**config.mk**
```make
export PLATFORM = sky130hd
export DESIGN_NAME = iasl_link_ctrl
export DESIGN_NICKNAME = d
export VERILOG_FILES = /design/src/iasl_pkg.sv /design/src/iasl_pair_buffer.sv /design/src/iasl_link_ctrl.sv
export SDC_FILE = /design/constraint.sdc
export NUM_CORES = 1
export LEC_CHECK = 0
export BUFFER_PORTS_ARGS = -buffer_cell sky130_fd_sc_hd__buf_2
export CAP_MARGIN = 15
export CELL_PAD_IN_SITES_DETAIL_PLACEMENT = 2
export CELL_PAD_IN_SITES_GLOBAL_PLACEMENT = 2
export CORE_MARGIN = 1
export CORE_UTILIZATION = 37
export CTS_CLUSTER_SIZE = 24
export DETAILED_ROUTE_END_ITERATION = 16
export MAX_ROUTING_LAYER = met4
export PLACE_DENSITY = 0.9
export SETUP_SLACK_MARGIN = 0.4
export SKIP_LAST_GASP = 1
export SYNTH_ARGS = -nofsm -noshare
export SYNTH_HDL_FRONTEND = slang
export SYNTH_HIERARCHICAL = 1
export SYNTH_SLANG_ARGS = --single-unit
```
**constraint.sdc**
```tcl
create_clock -name clk -period 5.4 [get_ports clk]
set_input_delay 0.81 -clock clk [delete_from_list [all_inputs] [get_ports clk]]
set_output_delay 0.81 -clock clk [all_outputs]
set_load 0.05 [all_outputs]
```
**src/iasl_pkg.sv**
```systemverilog
/*
  iasl_pkg: register indexes, field positions, reset values and link
  framing constants for the inter-amplifier share link controller.
  Assumes a 32-bit classic Wishbone bus in which each register takes one
  word, so the byte address is four times the register index.
*/
package iasl_pkg;
  // bus shape
  localparam int IASL_ADR_W = 16;
  localparam int IASL_DAT_W = 32;
  localparam int IASL_IDX_W = 14;

  // register indexes (byte address = 4 * index)
  localparam logic [IASL_IDX_W-1:0] IASL_IDX_RX_LOW = 14'h2070;
  localparam logic [IASL_IDX_W-1:0] IASL_IDX_RX_HIGH = 14'h2071;
  localparam logic [IASL_IDX_W-1:0] IASL_IDX_TX_CTRL = 14'h2072;
  localparam logic [IASL_IDX_W-1:0] IASL_IDX_ENABLES = 14'h207f;
  localparam logic [IASL_IDX_W-1:0] IASL_IDX_STATUS = 14'h2081;

  // reset values and writable bit masks
  localparam logic [7:0] IASL_RST_RX = 8'h00;
  localparam logic [7:0] IASL_RST_TX_CTRL = 8'h00;
  localparam logic [7:0] IASL_RST_ENABLES = 8'h00;
  localparam logic [7:0] IASL_MASK_TX_CTRL = 8'h6f;
  localparam logic [7:0] IASL_MASK_ENABLES = 8'h07;

  // link_tx_control fields
  localparam int IASL_TXC_ALT_BIT = 6;
  localparam int IASL_TXC_SEL_BIT = 5;
  localparam int IASL_TXC_DEST_LSB = 0;
  localparam int IASL_TXC_DEST_W = 4;

  // link_enables fields
  localparam int IASL_EN_ROUTE_BIT = 2;
  localparam int IASL_EN_LINK_BIT = 1;
  localparam int IASL_EN_TX_BIT = 0;

  // status fields
  localparam int IASL_ST_LINK_BIT = 0;
  localparam int IASL_ST_OVF_BIT = 1;
  localparam int IASL_ST_TX_BIT = 2;
  localparam int IASL_ST_SLOT_LSB = 4;

  // audio word width codes and last bit index of a slot
  localparam logic [1:0] IASL_WW_16 = 2'h0;
  localparam logic [1:0] IASL_WW_24 = 2'h1;
  localparam logic [4:0] IASL_LAST_16 = 5'h0f;
  localparam logic [4:0] IASL_LAST_24 = 5'h17;
  localparam logic [4:0] IASL_LAST_32 = 5'h1f;
  localparam logic [31:0] IASL_MASK_W16 = 32'h0000ffff;
  localparam logic [31:0] IASL_MASK_W24 = 32'h00ffffff;

  // link framing
  localparam int IASL_CHANNELS = 16;
  localparam logic [3:0] IASL_LAST_SLOT = 4'hf;
  localparam int IASL_PAY_W = 15;
endpackage

```
**src/iasl_pair_buffer.sv**
```systemverilog
/*
  iasl_pair_buffer: two-entry valid/ready buffer in flip-flops.
  Assumes both sides run on clk; in_ready falls only when both entries hold data.
*/
`timescale 1ns/100ps
module iasl_pair_buffer #(
  parameter int WIDTH = 36
) (
  // clock and reset
  input wire logic clk,
  input wire logic reset,
  // filling side
  input wire logic in_valid,
  output logic in_ready,
  input wire logic [WIDTH-1:0] in_data,
  // draining side
  output logic out_valid,
  input wire logic out_ready,
  output logic [WIDTH-1:0] out_data
);
  typedef struct packed {
    logic [1:0][WIDTH-1:0] entry;
    logic wr_ptr;
    logic rd_ptr;
    logic [1:0] count;
  } iasl_buf_state_t;

  iasl_buf_state_t st_reg;
  iasl_buf_state_t st_next;
  logic push;
  logic pop;

  assign in_ready = (st_reg.count != 2'h2);
  assign out_valid = (st_reg.count != 2'h0);
  assign out_data = st_reg.entry[st_reg.rd_ptr];
  assign push = in_valid && in_ready;
  assign pop = out_valid && out_ready;

  always_comb begin
    st_next = st_reg;
    if (push) begin
      st_next.entry[st_reg.wr_ptr] = in_data;
      st_next.wr_ptr = ~st_reg.wr_ptr;
    end
    if (pop) begin
      st_next.rd_ptr = ~st_reg.rd_ptr;
    end
    if (push && !pop) begin
      st_next.count = st_reg.count + 2'h1;
    end else if (pop && !push) begin
      st_next.count = st_reg.count - 2'h1;
    end
  end

  always_ff @(posedge clk) begin
    if (reset) begin
      st_reg <= '0;
    end else begin
      st_reg <= st_next;
    end
  end
endmodule

```
**src/iasl_link_ctrl.sv**
```systemverilog
/*
  iasl_link_ctrl: register bank and slot engine of the shared inter-amplifier
  link. Holds receive accept masks, transmit channel/payload control and link
  enables, drives own-slot data on the link pin or the serial data output and
  hands accepted words to a two-entry buffer.
  Assumes audio bit clock, frame sync and link pin arrive asynchronously; the
  payload inputs, word width and audio output enable come from logic on clk.
*/
// The Wishbone interface to the registers was chosen for this implementation.
`timescale 1ns/100ps
// Functional notes
// [RL1] one accept bit per channel 8..15, bit 7 is channel 15, bit 0 channel 8
// [RL2] a companion register holds accept bits for channels 0..7
// [RL3] 16-bit words, no alternating: select 0 sends headroom, 1 thermal, both with brownout
// [RL4] alternate mode in 16-bit words swaps headroom and thermal each own-slot send
// [RL5] 24- and 32-bit words ignore alternate and select bits
// [RL6] four-bit channel select picks which of 16 slots carries own data
// [RL7] routing bit sends link data on serial data output instead of link pin; here the link pin still drives while the transmitter bit is set
// [RL8] master enable off: no send, no receive, no acceptance of link data
// [RL9] link pin transmitter on or off, independent of receive acceptance
// [RL10] routed data appears only while the audio serial output is enabled
// [RL11] every device on the link uses a distinct transmit channel
module iasl_link_ctrl
  import iasl_pkg::*;
(
  // clock and reset
  input wire logic clk,
  input wire logic reset,
  // wishbone slave
  input wire logic wb_cyc_i,
  input wire logic wb_stb_i,
  input wire logic wb_we_i,
  input wire logic [iasl_pkg::IASL_ADR_W-1:0] wb_adr_i,
  input wire logic [3:0] wb_sel_i,
  input wire logic [iasl_pkg::IASL_DAT_W-1:0] wb_dat_i,
  output logic [iasl_pkg::IASL_DAT_W-1:0] wb_dat_o,
  output logic wb_ack_o,
  // audio serial interface timing
  input wire logic audio_bclk_pin,
  input wire logic audio_fsync_pin,
  input wire logic [1:0] audio_word_width,
  input wire logic audio_out_enable,
  // link and serial data output pins
  input wire logic link_pin_in,
  output logic link_pin_out,
  output logic link_pin_oe,
  output logic serial_out_data,
  output logic serial_out_oe,
  // local payload sources
  input wire logic [iasl_pkg::IASL_PAY_W-1:0] headroom_tracking,
  input wire logic [iasl_pkg::IASL_PAY_W-1:0] thermal_foldback,
  input wire logic brownout_guard,
  // accepted receive words
  output logic rx_valid,
  input wire logic rx_ready,
  output logic [3:0] rx_chan,
  output logic [31:0] rx_data
);
  import iasl_pkg::*;

  typedef struct packed {
    logic [2:0] bclk_sync;
    logic bclk_lvl;
    logic [2:0] fs_sync;
    logic fs_lvl;
    logic fs_prev;
    logic [2:0] din_sync;
    logic din_lvl;
    logic [7:0] rx_low;
    logic [7:0] rx_high;
    logic [7:0] tx_ctrl;
    logic [7:0] enables;
    logic ovf;
    logic in_frame;
    logic [4:0] bit_cnt;
    logic [3:0] slot;
    logic [31:0] rx_shift;
    logic [31:0] tx_shift;
    logic alt_phase;
    logic own_active;
    logic pin_out;
    logic pin_oe;
    logic ser_out;
    logic ser_oe;
    logic ack;
    logic [31:0] rdata;
  } iasl_state_t;

  iasl_state_t st_reg;
  iasl_state_t st_next;

  logic bclk_rise;
  logic bclk_fall;
  logic frame_start;
  logic [4:0] last_bit;
  logic [31:0] width_mask;
  logic wide_word;
  logic master_en;
  logic [3:0] dest;
  logic [15:0] accept;
  logic use_thermal;
  logic [31:0] tx_word;
  logic own_load;
  logic push_try;
  logic push_ok;
  logic [35:0] push_data;
  logic buf_in_ready;
  logic [35:0] buf_out;
  logic bus_req;
  logic bus_wr;
  logic [IASL_IDX_W-1:0] idx;
  logic [31:0] rd_mux;
  logic [7:0] status;

  // filtered edges: only stages two and three are inspected
  assign bclk_rise = st_reg.bclk_sync[1] && st_reg.bclk_sync[2] && !st_reg.bclk_lvl;
  assign bclk_fall = !st_reg.bclk_sync[1] && !st_reg.bclk_sync[2] && st_reg.bclk_lvl;
  assign frame_start = st_reg.fs_lvl && !st_reg.fs_prev;

  assign wide_word = (audio_word_width != IASL_WW_16);
  assign master_en = st_reg.enables[IASL_EN_LINK_BIT];
  assign dest = st_reg.tx_ctrl[IASL_TXC_DEST_LSB +: IASL_TXC_DEST_W];
  assign accept = {st_reg.rx_high, st_reg.rx_low}; // RL1 RL2

  always_comb begin
    unique case (audio_word_width)
      IASL_WW_16: begin
        last_bit = IASL_LAST_16;
        width_mask = IASL_MASK_W16;
      end
      IASL_WW_24: begin
        last_bit = IASL_LAST_24;
        width_mask = IASL_MASK_W24;
      end
      default: begin
        last_bit = IASL_LAST_32;
        width_mask = '1;
      end
    endcase
  end

  // payload choice; word is MSB aligned so shorter slots send its top bits
  always_comb begin
    if (st_reg.tx_ctrl[IASL_TXC_ALT_BIT]) begin
      use_thermal = st_reg.alt_phase; // RL4
    end else begin
      use_thermal = st_reg.tx_ctrl[IASL_TXC_SEL_BIT]; // RL3
    end
    if (wide_word) begin
      tx_word = {headroom_tracking, thermal_foldback, brownout_guard, 1'b0}; // RL5
    end else if (use_thermal) begin
      tx_word = {thermal_foldback, brownout_guard, 16'h0000}; // RL3
    end else begin
      tx_word = {headroom_tracking, brownout_guard, 16'h0000}; // RL3
    end
  end

  // bus decode: ack one cycle after request, dropped the cycle after
  assign bus_req = wb_cyc_i && wb_stb_i;
  assign bus_wr = bus_req && wb_we_i && st_reg.ack && wb_sel_i[0];
  assign idx = wb_adr_i[IASL_ADR_W-1:2];
  assign status = {st_reg.slot, 1'b0, st_reg.own_active, st_reg.ovf, master_en};

  always_comb begin
    unique case (idx)
      IASL_IDX_RX_LOW: rd_mux = {24'h000000, st_reg.rx_low};
      IASL_IDX_RX_HIGH: rd_mux = {24'h000000, st_reg.rx_high};
      IASL_IDX_TX_CTRL: rd_mux = {24'h000000, st_reg.tx_ctrl};
      IASL_IDX_ENABLES: rd_mux = {24'h000000, st_reg.enables};
      IASL_IDX_STATUS: rd_mux = {24'h000000, status};
      default: rd_mux = 32'h00000000;
    endcase
  end

  assign own_load = bclk_rise && st_next.own_active && (st_next.bit_cnt == 5'h00);
  assign push_try = bclk_fall && st_reg.in_frame && (st_reg.bit_cnt == last_bit)
    && master_en && accept[st_reg.slot]; // RL1 RL2 RL8
  assign push_ok = push_try && buf_in_ready;
  assign push_data = {st_reg.slot, {st_reg.rx_shift[30:0], st_reg.din_lvl} & width_mask};

  always_comb begin
    st_next = st_reg;
    // three-stage synchronisers with agreement filter
    st_next.bclk_sync = {st_reg.bclk_sync[1:0], audio_bclk_pin};
    st_next.fs_sync = {st_reg.fs_sync[1:0], audio_fsync_pin};
    st_next.din_sync = {st_reg.din_sync[1:0], link_pin_in};
    if (st_reg.bclk_sync[1] == st_reg.bclk_sync[2]) begin
      st_next.bclk_lvl = st_reg.bclk_sync[2];
    end
    if (st_reg.fs_sync[1] == st_reg.fs_sync[2]) begin
      st_next.fs_lvl = st_reg.fs_sync[2];
    end
    if (st_reg.din_sync[1] == st_reg.din_sync[2]) begin
      st_next.din_lvl = st_reg.din_sync[2];
    end

    // bit clock rise: advance slot position and launch own bits
    if (bclk_rise) begin
      st_next.fs_prev = st_reg.fs_lvl;
      if (frame_start) begin
        st_next.in_frame = 1'b1;
        st_next.bit_cnt = 5'h00;
        st_next.slot = 4'h0;
      end else if (st_reg.bit_cnt == last_bit) begin
        st_next.bit_cnt = 5'h00;
        if (st_reg.slot == IASL_LAST_SLOT) begin
          st_next.in_frame = 1'b0;
        end else begin
          st_next.slot = st_reg.slot + 4'h1;
        end
      end else begin
        st_next.bit_cnt = st_reg.bit_cnt + 5'h01;
      end
      st_next.own_active = st_next.in_frame && master_en && (st_next.slot == dest); // RL6 RL8 RL11
      if (st_next.own_active && (st_next.bit_cnt == 5'h00)) begin
        st_next.tx_shift = tx_word;
        st_next.pin_out = tx_word[31];
        if (st_reg.tx_ctrl[IASL_TXC_ALT_BIT] && !wide_word) begin
          st_next.alt_phase = ~st_reg.alt_phase; // RL4
        end
      end else if (st_next.own_active) begin
        st_next.tx_shift = {st_reg.tx_shift[30:0], 1'b0};
        st_next.pin_out = st_reg.tx_shift[30];
      end else begin
        st_next.pin_out = 1'b0;
      end
      st_next.pin_oe = st_next.own_active && st_reg.enables[IASL_EN_TX_BIT]; // RL9
      st_next.ser_oe = st_next.own_active && st_reg.enables[IASL_EN_ROUTE_BIT]
        && audio_out_enable; // RL7 RL10
      st_next.ser_out = st_next.pin_out;
    end

    // bit clock fall: peers' bits are sampled here
    if (bclk_fall && st_reg.in_frame) begin
      st_next.rx_shift = {st_reg.rx_shift[30:0], st_reg.din_lvl};
    end

    // register bank; hardware set of overflow wins over clear
    st_next.ack = bus_req && !st_reg.ack;
    if (!st_reg.ack) begin
      st_next.rdata = rd_mux;
    end
    if (bus_wr) begin
      unique case (idx)
        IASL_IDX_RX_LOW: st_next.rx_low = wb_dat_i[7:0];
        IASL_IDX_RX_HIGH: st_next.rx_high = wb_dat_i[7:0];
        IASL_IDX_TX_CTRL: st_next.tx_ctrl = wb_dat_i[7:0] & IASL_MASK_TX_CTRL;
        IASL_IDX_ENABLES: st_next.enables = wb_dat_i[7:0] & IASL_MASK_ENABLES;
        IASL_IDX_STATUS: begin
          if (wb_dat_i[IASL_ST_OVF_BIT]) begin
            st_next.ovf = 1'b0;
          end
        end
        default: begin
        end
      endcase
    end

    // stop driving at once when enables drop, using the value being written
    if (!st_next.enables[IASL_EN_LINK_BIT]) begin
      st_next.own_active = 1'b0; // RL8
      st_next.pin_oe = 1'b0;
      st_next.ser_oe = 1'b0;
    end
    if (!st_next.enables[IASL_EN_TX_BIT]) begin
      st_next.pin_oe = 1'b0;
    end
    if (!st_next.enables[IASL_EN_ROUTE_BIT] || !audio_out_enable) begin
      st_next.ser_oe = 1'b0;
    end
    if (push_try && !buf_in_ready) begin
      st_next.ovf = 1'b1;
    end
  end

  always_ff @(posedge clk) begin
    if (reset) begin
      st_reg <= '0;
      st_reg.rx_low <= IASL_RST_RX;
      st_reg.rx_high <= IASL_RST_RX;
      st_reg.tx_ctrl <= IASL_RST_TX_CTRL;
      st_reg.enables <= IASL_RST_ENABLES;
    end else begin
      st_reg <= st_next;
    end
  end

  iasl_pair_buffer #(
    .WIDTH(36)
  ) u_rx_buf (
    .clk(clk),
    .reset(reset),
    .in_valid(push_try),
    .in_ready(buf_in_ready),
    .in_data(push_data),
    .out_valid(rx_valid),
    .out_ready(rx_ready),
    .out_data(buf_out)
  );

  assign rx_chan = buf_out[35:32];
  assign rx_data = buf_out[31:0];
  assign wb_ack_o = st_reg.ack;
  assign wb_dat_o = st_reg.rdata;
  assign link_pin_out = st_reg.pin_out;
  assign link_pin_oe = st_reg.pin_oe;
  assign serial_out_data = st_reg.ser_out;
  assign serial_out_oe = st_reg.ser_oe;
endmodule

```
== Yosys cells after proc, flatten, opt, wreduce, memory -nomap -nowiden ==
Cells that the tools add are included.

* Logic and storage cells: 144
* Output and inout bits: 74
* Input port bits: 95
* Register bits: 225

* Reductions and logical operators: 57
* Order comparisons: 4
* Muxes and demuxes: 31
* Bitwise gates (word level): 6
* $add $sub $neg: 4
* Equal/unequal tests: 13

{| class="wikitable"
|+ Operator list
! kind !! count
|-
| 36-bit 2-to-1 mux || 3
|-
| 72-bit bitwise mux || 1
|-
| 14-bit == test (second input constant) || 5
|-
| 32-bit 2-to-1 mux || 2
|-
| 32-bit one-hot mux with 2 select lines || 1
|-
| 31-bit 2-to-1 mux || 2
|-
| 8-bit one-hot mux with 5 select lines || 1
|-
| 36-bit demux with 1-bit select || 1
|-
| 32-bit AND || 1
|-
| 1-bit logical AND || 27
|-
| 10-bit 2-to-1 mux || 2
|-
| 2-bit nonzero test || 7
|-
| 4-bit 2-to-1 mux || 3
|-
| 1-bit logical NOT || 11
|-
| 5-bit one-hot mux with 2 select lines || 1
|-
| 1-bit 2-to-1 mux || 9
|-
| 2-bit AND reduction || 4
|-
| 3-bit AND reduction || 2
|-
| 3-bit OR reduction || 2
|-
| 5-bit by 1-bit adder with 5-bit output (second input constant) || 1
|-
| 5-bit == test || 1
|-
| 5-bit logical NOT || 1
|-
| 4-bit by 5-bit less-than comparator with 1-bit output (second input constant) || 1
|-
| 5-bit 2-to-1 mux || 1
|-
| other kinds (17) || 25
|}

== Longest topological paths before layout ==
Gate-level depths: netlist of run 1.

* Depth in word-level cells: 12
* Mapped depth: 12

== Hierarchy ==
The synthesis of run 1 kept the hierarchy.

{| class="wikitable"
|+ By module, submodules not included
! module !! cells each !! times used !! area an instance (sq um) !! sequential area each (sq um)
|-
| iasl_link_ctrl || 727 || 1 || 6231.0 || 2482.4
|-
| iasl_pair_buffer || 381 || 1 || 3613.5 || 1521.5
|}

== Least setup slack after synthesis of run 1 ==
OpenSTA, ideal clock, no wires.

* Path kind: flip-flop to flip-flop
* From: reg st_reg, in the netlist push_data[32]
* To: reg u_rx_buf/st_reg[1] (netlist name)
* Period minus slack after synthesis: 2.925 ns
* Setup slack: 2.475 ns
* Required time: 5.330 ns
* Data arrival time: 2.855 ns
* Buffers on the path: 1
* Stages on the path, launching flop included: 10
* Cell sequence: dfxtp_1 clkbuf_1 mux4_2 mux4_2 and4_1 inv_1 nor2_1 ha_1 or3_1 a21oi_1

* Word-level cells in the longest chain between the ends: 7

{| class="wikitable"
|+ RTL lines
! what !! RTL line !! source
|-
| start: declaration || iasl_link_ctrl.sv:89 || <nowiki>iasl_state_t st_reg;</nowiki>
|-
| start signal: assignment || iasl_link_ctrl.sv:284 || <nowiki>st_reg <= st_next;</nowiki>
|-
| 1-bit binary-select mux with 4-bit select (*) || iasl_link_ctrl.sv:177 || <nowiki>&& master_en && accept[st_reg.slot];</nowiki>
|-
| 1-bit 2-to-1 mux (not written as such) (*) || iasl_link_ctrl.sv:177 ||
|-
| 1-bit logical AND (*) || iasl_link_ctrl.sv:177 ||
|-
| via push_try || iasl_link_ctrl.sv:104 || <nowiki>logic push_try;</nowiki>
|-
| 1-bit logical AND (*) || iasl_pair_buffer.sv:36 || <nowiki>assign push = in_valid && in_ready;</nowiki>
|-
| via u_rx_buf.push || iasl_pair_buffer.sv:30 || <nowiki>logic push;</nowiki>
|-
| 1-bit logical NOT || iasl_pair_buffer.sv:50 || <nowiki>end else if (pop && !push) begin</nowiki>
|-
| 1-bit logical AND || iasl_pair_buffer.sv:50 ||
|-
| 2-bit nonzero test (no source line) || n/a ||
|-
| end signal: assignment || iasl_pair_buffer.sv:59 || <nowiki>st_reg <= st_next;</nowiki>
|-
| end: declaration || iasl_pair_buffer.sv:28 || <nowiki>iasl_buf_state_t st_reg;</nowiki>
|}

Mark *: on every way through the listed nets, which the timed path passes. The rest lies on a longest branch. The select of a mux whose other input is x is not followed.
A chain may end at the register's enable or synchronous reset.

== Final worst setup path of run 1 ==
* From: reg st_reg, in the netlist push_data[32]
* To: reg st_reg[55] (netlist name)

* Word-level cells in the longest chain between the ends: 10

{| class="wikitable"
|+ RTL lines
! what !! RTL line !! source
|-
| 4-bit by 1-bit adder with 4-bit output / 4-bit == test (equally long branches) || iasl_link_ctrl.sv:209, iasl_link_ctrl.sv:206 ||
|-
| 4-bit 2-to-1 mux / 1-bit 2-to-1 mux (equally long branches) || iasl_link_ctrl.sv:206 || <nowiki>if (st_reg.slot == IASL_LAST_SLOT) begin</nowiki>
|-
| 4-bit 2-to-1 mux / 1-bit 2-to-1 mux (equally long branches) || iasl_link_ctrl.sv:204 || <nowiki>end else if (st_reg.bit_cnt == last_bit) begin</nowiki>
|-
| 10-bit 2-to-1 mux (*) || iasl_link_ctrl.sv:200 || <nowiki>if (frame_start) begin</nowiki>
|-
| 10-bit 2-to-1 mux (*) || iasl_link_ctrl.sv:198 || <nowiki>if (bclk_rise) begin</nowiki>
|-
| 4-bit == test / 1-bit logical AND (equally long branches) || iasl_link_ctrl.sv:214 || <nowiki>st_next.own_active = st_next.in_frame && master_en && (st_next.slot == dest);</nowiki>
|-
| 1-bit logical AND (*) || iasl_link_ctrl.sv:214 ||
|-
| 1-bit logical AND || iasl_link_ctrl.sv:215 || <nowiki>if (st_next.own_active && (st_next.bit_cnt == 5'h00)) begin</nowiki>
|-
| 2-bit nonzero test (no source line) || n/a ||
|-
| 2-bit AND reduction (no source line) || n/a ||
|}

Mark *: on every way between the ends. The rest lies on a longest branch, timed or not. The select of a mux whose other input is x is not followed.

==> impl_table.tex, run 1 <==
\begin{tabular}{lr}
\hline
Metric & Value \\
\hline
\multicolumn{2}{l}{\textbf{Status}} \\
\quad Run status & completed \\
\multicolumn{2}{l}{\textbf{Floorplan}} \\
\quad Floorplan row count & 59 \\
\quad Horizontal die dimension & 165.1 µm \\
\quad Core box area & 26,060 µm² \\
\quad Height of the die & 165.1 µm \\
\quad Total Die Area & 27,260 µm² \\
\quad Initial cell density of the core & 37.78\% \\
\quad I/O pin count & 169 \\
\multicolumn{2}{l}{\textbf{Clocking}} \\
\quad Root buffer cell & sky130\_fd\_sc\_hd\_\_clkbuf\_16 \\
\quad Clock insertion delay at the later pin of the skew report & 0.46 ns \\
\quad Reg clk slew, reported paths & 0.08 ns \\
\quad TritonCTS clock tree & yes \\
\quad Sink count of the clock tree & 200 \\
\quad H-Tree Depth & 4 \\
\quad Number of buffers inserted by hold repair at cts & 0 \\
\quad Clock Path Buffers & 2 \\
\quad Number of buffers inserted during clock tree synthesis & 17 \\
\quad \# resized after CTS & 0 \\
\quad Post-CTS repair timing setup buffer count & 0 \\
\multicolumn{2}{l}{\textbf{Place}} \\
\quad Dpl ws & 1.646 ns \\
\quad Global placement routability congestion & 0.7743 \\
\quad Number of I/O port buffers & 115 \\
\quad HPWL after detailed placement & 18.74 mm \\
\multicolumn{2}{l}{\textbf{Yosys}} \\
\quad Mux share of post-synthesis cell area & 14.08\% \\
\quad Largest area contributor in the synthesized netlist & sky130\_fd\_sc\_hd\_\_dfxtp\_1 \\
\quad Dominant cell by count in the synthesized netlist & sky130\_fd\_sc\_hd\_\_dfxtp\_1 \\
\quad Portion of the post-synthesis area used by sequential elements & 40.67\% \\
\quad Post-synthesis async set-or-reset flop share & 0\% \\
\quad XOR/XNOR Fraction of Synth Area & 0.4448\% \\
\quad Share of synthesized cell area in and, or, nand and nor gates & 22.47\% \\
\quad Number of enable flip-flop cells after synthesis & 0 \\
\quad Post-synthesis instance total & 1,108 \\
\quad Dominant combinational cell family by area after synthesis & simple AND/OR/NAND/NOR gates \\
\quad Commonest cells in the synthesized netlist & 200 x sky130\_fd\_sc\_hd\_\_dfxtp\_1, 109 x sky130\_fd\_sc\_hd\_\_nand2\_1, 81 x sky130\_fd\_sc\_hd\_\_o21ai\_0 \\
\quad Post-synthesis cell type count & 66 \\
\quad Fraction of the mapped netlist area in adder cells & 0.6355\% \\
\quad Compound-Gate Fraction of Synth Area & 14.65\% \\
\quad Prevailing post-synth register cell & sky130\_fd\_sc\_hd\_\_dfxtp\_1 \\
\quad Most area-consuming cells after synthesis & sky130\_fd\_sc\_hd\_\_dfxtp\_1 41\%, sky130\_fd\_sc\_hd\_\_mux2i\_1 8.1\%, sky130\_fd\_sc\_hd\_\_nand2b\_1 5.0\% \\
\quad Synth Register Bits & 200 \\
\quad Top-area cell type share of the netlist area & 40.67\% \\
\quad Cell Area, Synth & 9844 µm² \\
\quad Yosys warning total & 6 \\
\quad Mean instance size in the synthesized netlist & 8.885 µm² \\
\multicolumn{2}{l}{\textbf{Power}} \\
\quad Seq pwr share & 50.6\% \\
\quad Power per unit of standard cell area & 266.7 nW/µm² \\
\quad Sw Share & 26.85\% \\
\quad Relative contribution of the clock network to total power & 45.1\% \\
\quad Maximum vdd ir drop & 0.1728 mV \\
\quad Combinational share of power & 4.4\% \\
\quad Leak & 3.967 nW \\
\quad Internal power & 2.140 mW \\
\quad Reported net switching power & 0.7857 mW \\
\multicolumn{2}{l}{\textbf{STA}} \\
\quad Setup\_tns & 0 ns \\
\quad Tmin final & 3.590 ns \\
\quad Rel. slew slack & 29.37\% \\
\quad Number of setup violations in the final report & 0 \\
\quad Setup slack of the critical path after layout & 1.810 ns \\
\quad Pin slew with the least headroom to its limit & 1.059 ns \\
\quad RSZ-0062 raised after global routing & false \\
\quad Setup Skew & 0.02191 ns \\
\quad Final Hold Violating Endpoints & 0 \\
\quad Period utilisation layout & 66.48\% \\
\quad FMAX & 278.5 MHz \\
\quad Number of pins with negative max-slew slack in the final report & 0 \\
\multicolumn{2}{l}{\textbf{Finish}} \\
\quad Area added between synthesis and finish & 11.45\% \\
\quad Number of nets in the layout & 1,253 \\
\quad Number of flip-flops under the largest register name & 81 \\
\quad Share of post-route cells with drive strength above 1 & 20.41\% \\
\quad Total of fill cells in the finished design & 2,854 \\
\quad Number of inserted diodes & 0 \\
\multicolumn{2}{l}{\textbf{Global routing}} \\
\quad Maximum number of pins on one net before global-route repair & 117 \\
\quad Number of antenna violations at the first check in global routing & 0 \\
\quad Total track usage & 23.15\% \\
\quad Via count of the first global-routing pass & 8,837 \\
\quad Wire length of the first global-routing pass & 47.96 mm \\
\quad Aggregate global routing overflow & 0 \\
\multicolumn{2}{l}{\textbf{Routing}} \\
\quad Number of vias after detailed routing & 8,174 \\
\quad Residual antenna-violating net count after detailed routing & 0 \\
\quad Length of the first detailed-routing pass in iterations & 5 \\
\quad Drt drc & 0 \\
\quad Detail-routed via count per cell & 5.446 \\
\quad Initial detailed-routing violation count & 431 \\
\quad Average wire length per cell after detail routing & 19.92 µm \\
\quad Total detailed-routing wirelength & 29.91 mm \\
\multicolumn{2}{l}{\textbf{Setup path}} \\
\quad Beginning of the critical path & push\_data[32] \\
\quad Arr. time, crit path & 3.98 ns \\
\quad Class of the most critical setup path & flip-flop to flip-flop \\
\quad Endpoint type of the worst setup path & flip-flop \\
\quad Required time at the endpoint of the critical path & 5.79 ns \\
\quad R2R setup slack & 1.81 ns \\
\quad Worst reg2reg path startpoint & push\_data[32] \\
\quad Launching element type of the critical path & flip-flop \\
\quad Crit path max fanout & 17 \\
\multicolumn{2}{l}{\textbf{Hold path}} \\
\quad Hold WC Path Type & flip-flop to flip-flop \\
\quad Hold Crit Start & st\_next[148] \\
\multicolumn{2}{l}{\textbf{Flow run}} \\
\quad Max-cap violations & 0 \\
\hline
\end{tabular}
## cell families after synthesis
group / after synthesis
buffers and inverters: 129
other: 1
muxes: 127
AOI/OAI and AO/OA: 226
xor gates and xnor gates: 5
and+or+nand+nor: 415
DFF: 200
adders and majority gates: 5
## per-stage QoR
stage	instances	power [mW]	instance area (µm²)	hold slack (ns)	utilization, %
global route	1501	3.018	10970	0.4612	42.10
global placement	1469	1.639	10370	0.4211	39.79
CTS	1501	2.958	10970	0.4601	42.10
finish	1501	2.926	10970	0.4534	42.10
floorplan	1131	1.610	9931	0.4138	-
detailed placement	1469	1.641	10370	0.4427	39.79
## cell usage in the layout (no fill, tap or decap), types with 4 or more instances in the layout
cell,n
sky130_fd_sc_hd__inv_1,4
sky130_fd_sc_hd__or3_1,6
sky130_fd_sc_hd__nand3_1,9
sky130_fd_sc_hd__nand4_1,5
sky130_fd_sc_hd__mux2i_1,80
sky130_fd_sc_hd__and3_1,22
sky130_fd_sc_hd__dfxtp_1,200
sky130_fd_sc_hd__buf_2,114
sky130_fd_sc_hd__o221ai_2,11
sky130_fd_sc_hd__nor2_1,72
sky130_fd_sc_hd__a22oi_1,11
sky130_fd_sc_hd__clkinv_8,5
sky130_fd_sc_hd__mux2_2,42
sky130_fd_sc_hd__nand2b_1,78
sky130_fd_sc_hd__buf_4,12
sky130_fd_sc_hd__a222oi_1,4
sky130_fd_sc_hd__and2_1,21
sky130_fd_sc_hd__conb_1,24
sky130_fd_sc_hd__clkbuf_16,17
sky130_fd_sc_hd__ha_1,5
sky130_fd_sc_hd__a21oi_1,77
sky130_fd_sc_hd__o21ai_0,81
sky130_fd_sc_hd__nor2b_1,49
sky130_fd_sc_hd__nor4_1,4
sky130_fd_sc_hd__nand2_1,109
sky130_fd_sc_hd__nor3_1,19
sky130_fd_sc_hd__o21ai_1,4
sky130_fd_sc_hd__mux4_2,5
sky130_fd_sc_hd__a211oi_1,13
## path summary, 6_finish.rpt
check / endpoint / cells past startpoint
worst max register to register: st_reg[55] / 8
worst min-delay path: st_next[149] / 1
worst min register to register: st_next[149] / 1
worst max-delay path: st_reg[55] / 8
## worst max-delay path, stage by stage (launching register included)
cell                        delay, ns
sky130_fd_sc_hd__dfxtp_1         0.80
sky130_fd_sc_hd__ha_1            0.40
sky130_fd_sc_hd__and3_1          0.31
sky130_fd_sc_hd__o211ai_1        0.14
sky130_fd_sc_hd__and3_1          0.24
sky130_fd_sc_hd__nor4_4          0.29
sky130_fd_sc_hd__nand3_2         0.50
sky130_fd_sc_hd__a2111oi_0       0.66
sky130_fd_sc_hd__o21ba_1         0.18
## final cells by class
cell class                 instances  area (µm²)  share of cell area, %
multi-input combinational        802        5255                  47.90
sequential                       200        4004                  36.49
timing repair buffer             127       671.9                  6.124
clock buffer                      17       425.4                  3.877
tap                              335       419.2                  3.820
clock inverter                    15       177.7                  1.619
inverter                           5       18.77                 0.1711
## metal layers
layer,share of wire [%],GRT usage [%],vias up
met5,0,-,-
li1,-,-,3863
met1,44,27.08,4115
met3,3.3,3.771,40
met2,50,39.83,156
met4,2.3,8.382,0
## power groups by stage
stage	clock network [mW]	registers (mW)	logic (mW)
floorplan	0	1.51	0.0966
global placement	0	1.51	0.125
detailed placement	0	1.51	0.127
CTS	1.35	1.48	0.129
global route	1.40	1.48	0.138
finish	1.32	1.48	0.128
Power figures use the tool's default switching activity.
==> run 2: changes to the inputs <==
--- a/config.mk
+++ b/config.mk
@@ -10,11 +10,11 @@
 export CELL_PAD_IN_SITES_DETAIL_PLACEMENT = 2
 export CELL_PAD_IN_SITES_GLOBAL_PLACEMENT = 2
 export CORE_MARGIN = 1
-export CORE_UTILIZATION = 37
+export CORE_UTILIZATION = 31
 export CTS_CLUSTER_SIZE = 24
 export DETAILED_ROUTE_END_ITERATION = 16
 export MAX_ROUTING_LAYER = met4
-export PLACE_DENSITY = 0.9
+export PLACE_DENSITY = 0.81
 export SETUP_SLACK_MARGIN = 0.4
 export SKIP_LAST_GASP = 1
 export SYNTH_ARGS = -nofsm -noshare
==> constraint.sdc (replaced) <==
create_clock -name clk -period 3 [get_ports clk]
set_input_delay 0.45 -clock clk [delete_from_list [all_inputs] [get_ports clk]]
set_output_delay 0.45 -clock clk [all_outputs]
set_load 0.05 [all_outputs]
==> run 2 against run 1 <==
  * Largest power group unchanged
  * Via count grew 1.8%
  * Sequential power is 80% higher
  * Critical path type unchanged
  * Largest cell class unchanged
  * Cell count increased by 6.5%
  * Power is 78% higher
  * Non-clock buffer count rose by 38
  * Critical endpoint is now st_reg[56]
==> impl_table.tex, run 2 (synthesized netlist as in run 1, its figures left out) <==
\begin{tabular}{lr}
\hline
Metric & Value \\
\hline
\multicolumn{2}{l}{\textbf{Setup path}} \\
\quad Critical path's top delay family & compound AO/OA/AOI/OAI gates \\
\quad CP max stage delay & 0.40 ns (-0.40 ns) \\
\quad Required time at the endpoint of the critical path & 3.38 ns (-2.41 ns) \\
\quad Worst reg2reg path startpoint & st\_reg[110] \\
\quad Arr. time, crit path & 3.09 ns (-0.89 ns) \\
\quad Worst path buffer plus inverter count & 2 (+2) \\
\quad Class of the most critical setup path & flip-flop to flip-flop \\
\quad Crit path max fanout & 8 (-9) \\
\quad Most frequent cell on the critical path & sky130\_fd\_sc\_hd\_\_buf\_4 \\
\quad Endpoint type of the worst setup path & flip-flop \\
\quad Library cell contributing the largest single delay on the critical path & sky130\_fd\_sc\_hd\_\_nor4bb\_4 \\
\quad Worst r2r dst & st\_reg[56] \\
\quad Cells traversed along the worst timing path & nor4bb\_4 -> o311a\_4 -> nand2\_4 -> o211a\_4 -> nor4\_4 -> buf\_4 -> nand3\_4 -> buf\_4 -> a2111o\_1 -> a21oi\_1 \\
\quad R2R setup slack & 0.30 ns (-1.51 ns) \\
\quad Count of cells along the worst register-to-register path & 10 (+2) \\
\quad Launching element type of the critical path & flip-flop \\
\multicolumn{2}{l}{\textbf{Finish}} \\
\quad Total of fill cells in the finished design & 3,437 (+20\%) \\
\quad Number of flip-flops under the largest register name & 81 (unchanged) \\
\quad Most used cells in the layout excluding fill and tap cells & 195 x sky130\_fd\_sc\_hd\_\_dfxtp\_1, 114 x sky130\_fd\_sc\_hd\_\_buf\_2, 108 x sky130\_fd\_sc\_hd\_\_nand2\_1, 79 x sky130\_fd\_sc\_hd\_\_o21ai\_0, 78 x sky130\_fd\_sc\_hd\_\_mux2i\_1 \\
\quad Most common cell after layout, fill and taps aside & sky130\_fd\_sc\_hd\_\_dfxtp\_1 \\
\quad Number of nets in the layout & 1,291 (+3.0\%) \\
\quad Share of post-route cells with drive strength above 1 & 26.04\% (+5.6 points) \\
\quad Utilization after layout & 37.94\% (-4.2 points) \\
\quad Number of inserted diodes & 0 (unchanged) \\
\quad Area added between synthesis and finish & 19.13\% \\
\multicolumn{2}{l}{\textbf{STA}} \\
\quad Rel. slew slack & 38.72\% (+9.4 points) \\
\quad Period utilisation layout & 90.16\% (+24 points) \\
\quad RSZ-0062 raised after global routing & true \\
\quad FMAX & 369.7 MHz (+33\%) \\
\quad Number of pins with negative max-slew slack in the final report & 0 (unchanged) \\
\quad Tmin final & 2.705 ns (-0.8855 ns) \\
\quad Final Hold Violating Endpoints & 0 (unchanged) \\
\quad Setup Skew & 0.01719 ns (-0.004721 ns) \\
\quad Setup\_tns & 0 ns (unchanged) \\
\quad Number of setup violations in the final report & 0 (unchanged) \\
\quad Pin slew with the least headroom to its limit & 0.9192 ns (-0.1403 ns) \\
\multicolumn{2}{l}{\textbf{Floorplan}} \\
\quad I/O pin count & 169 (unchanged) \\
\quad Initial cell density of the core & 31.85\% (-5.9 points) \\
\quad Horizontal die dimension & 180.2 µm (+9.1\%) \\
\quad Floorplan row count & 64 (+8.5\%) \\
\quad Total Die Area & 32,470 µm² (+19\%) \\
\quad Height of the die & 180.2 µm (+9.1\%) \\
\quad Core box area & 30,910 µm² (+19\%) \\
\multicolumn{2}{l}{\textbf{Place}} \\
\quad Number of I/O port buffers & 115 (unchanged) \\
\quad Global placement routability congestion & 0.7730 (-0.17\%) \\
\quad HPWL after detailed placement & 19.33 mm (+3.1\%) \\
\multicolumn{2}{l}{\textbf{Routing}} \\
\quad Total detailed-routing wirelength & 30.77 mm (+2.9\%) \\
\quad Drt drc & 0 (unchanged) \\
\quad Residual antenna-violating net count after detailed routing & 0 (unchanged) \\
\quad Length of the first detailed-routing pass in iterations & 5 (unchanged) \\
\quad Initial detailed-routing violation count & 350 (-19\%) \\
\quad Detail-routed via count per cell & 5.207 (-4.4\%) \\
\quad Average wire length per cell after detail routing & 19.26 µm (-3.3\%) \\
\quad Number of vias after detailed routing & 8,320 (+1.8\%) \\
\multicolumn{2}{l}{\textbf{Clocking}} \\
\quad Number of buffers inserted during clock tree synthesis & 17 (unchanged) \\
\quad Sink count of the clock tree & 200 (unchanged) \\
\quad Reg clk slew, reported paths & 0.08 ns (about the same) \\
\quad Root buffer cell & sky130\_fd\_sc\_hd\_\_clkbuf\_16 \\
\quad Clock insertion delay at the later pin of the skew report & 0.46 ns (about the same) \\
\quad Number of buffers inserted by hold repair at cts & 0 (unchanged) \\
\quad H-Tree Depth & 4 (unchanged) \\
\quad TritonCTS clock tree & yes \\
\quad Clock Path Buffers & 2 (unchanged) \\
\multicolumn{2}{l}{\textbf{Power}} \\
\quad Maximum vdd ir drop & 0.4190 mV (+140\%) \\
\quad Power per unit of standard cell area & 443.8 nW/µm² (+66\%) \\
\quad Leak & 4.260 nW (+7.4\%) \\
\multicolumn{2}{l}{\textbf{Hold path}} \\
\quad Hold Crit Start & link\_pin\_in \\
\quad Hold Path Stages & 2 (+1) \\
\quad Hold WC Path Type & input pin to flip-flop \\
\quad End point of the worst hold path & st\_next[148] \\
\multicolumn{2}{l}{\textbf{Global routing}} \\
\quad Via count of the first global-routing pass & 9,045 (+2.4\%) \\
\quad Number of antenna violations at the first check in global routing & 0 (unchanged) \\
\quad Maximum number of pins on one net before global-route repair & 66 (-44\%) \\
\quad Wire length of the first global-routing pass & 48.07 mm (+0.23\%) \\
\quad Aggregate global routing overflow & 0 (unchanged) \\
\quad Total track usage & 19.05\% (-4.1 points) \\
\multicolumn{2}{l}{\textbf{Flow run}} \\
\quad Max-cap violations & 0 (unchanged) \\
\multicolumn{2}{l}{\textbf{Status}} \\
\quad Run status & completed \\
\hline
\end{tabular}
-- run 2: cell types whose count changed in the layout (fill, tap and decap cells not counted), moves of 6 or more --
cell and change:
sky130_fd_sc_hd__a211oi_1 -6, sky130_fd_sc_hd__buf_4 +21, sky130_fd_sc_hd__buf_12 +9, sky130_fd_sc_hd__a211oi_2 +6
-- run 2: worst max path at each step --
stage	from	end	slack [ns]	cells past startpoint
2_1_floorplan	push_data[32]	u_rx_buf/st_reg[1]	0.42	9
3_5_place_dp	audio_word_width[0]	st_reg[55]	-0.002	9
6_report	st_reg[110]	st_reg[56]	0.30	10
5_1_grt	st_reg[110]	st_reg[56]	0.20	10
4_1_cts	push_data[32]	u_rx_buf/st_reg[25]	0.36	8
3_3_place_gp	audio_word_width[0]	st_reg[55]	0.08	9
-- run 2: worst register-to-register path, delay by kind of cell, from the launching register on --
family	cells	cell delay [ns]
flip-flops	1	0.37
AO/OA/AOI/OAI	4	1.04
AND/OR/NAND/NOR	4	0.85
buffers and inverters	2	0.35
-- run 2: final cells by class --
type	instances	area (µm²)	area share [%]
multi-input combinational	802	5480	46.73
sequential	200	4018	34.26
timing repair buffer	165	1152	9.826
tap	396	495.5	4.225
clock buffer	17	425.4	3.627
clock inverter	13	137.6	1.174
inverter	5	18.77	0.1600
-- run 2: stage by stage --
step                total power, mW  instances  worst slack (ns)  hold WS [ns]  area [µm²]
finish                        5.205       1598            0.2953        0.2169       11730
floorplan                     2.898       1131            0.4155        0.4138        9945
global placement              2.961       1549           0.08281        0.4319       10690
global route                  5.394       1598            0.2045        0.2294       11730
detailed placement            2.967       1549         -0.002223        0.4351       10690
CTS                           5.275       1590            0.3611        0.1969       11490
-- run 2: timing repair --
action                                  4_1_cts  5_1_grt
resized for setup                            31       33
pin swaps                                    12       16
setup buffers                                10        6
endpoints found under the setup margin       36       75
gates cloned                                  1        2
-- run 2: layer usage --
metal | part of all wire [%] | GRT usage [%] | wire length [µm]
met1 | 45 | 22.33 | 13990
met2 | 51 | 33.30 | 15610
met3 | 2.1 | 2.809 | 651
met4 | 1.7 | 6.154 | 516
met5 | 0 | - | 0
-- run 2: where the power goes --
| group | total [mW] | internal, mW | switching (mW) |
|---|---|---|---|
| Combinational | 0.242 | 0.0705 | 0.172 |
| Clock | 2.30 | 1.17 | 1.14 |
| Sequential | 2.66 | 2.65 | 0.00510 |
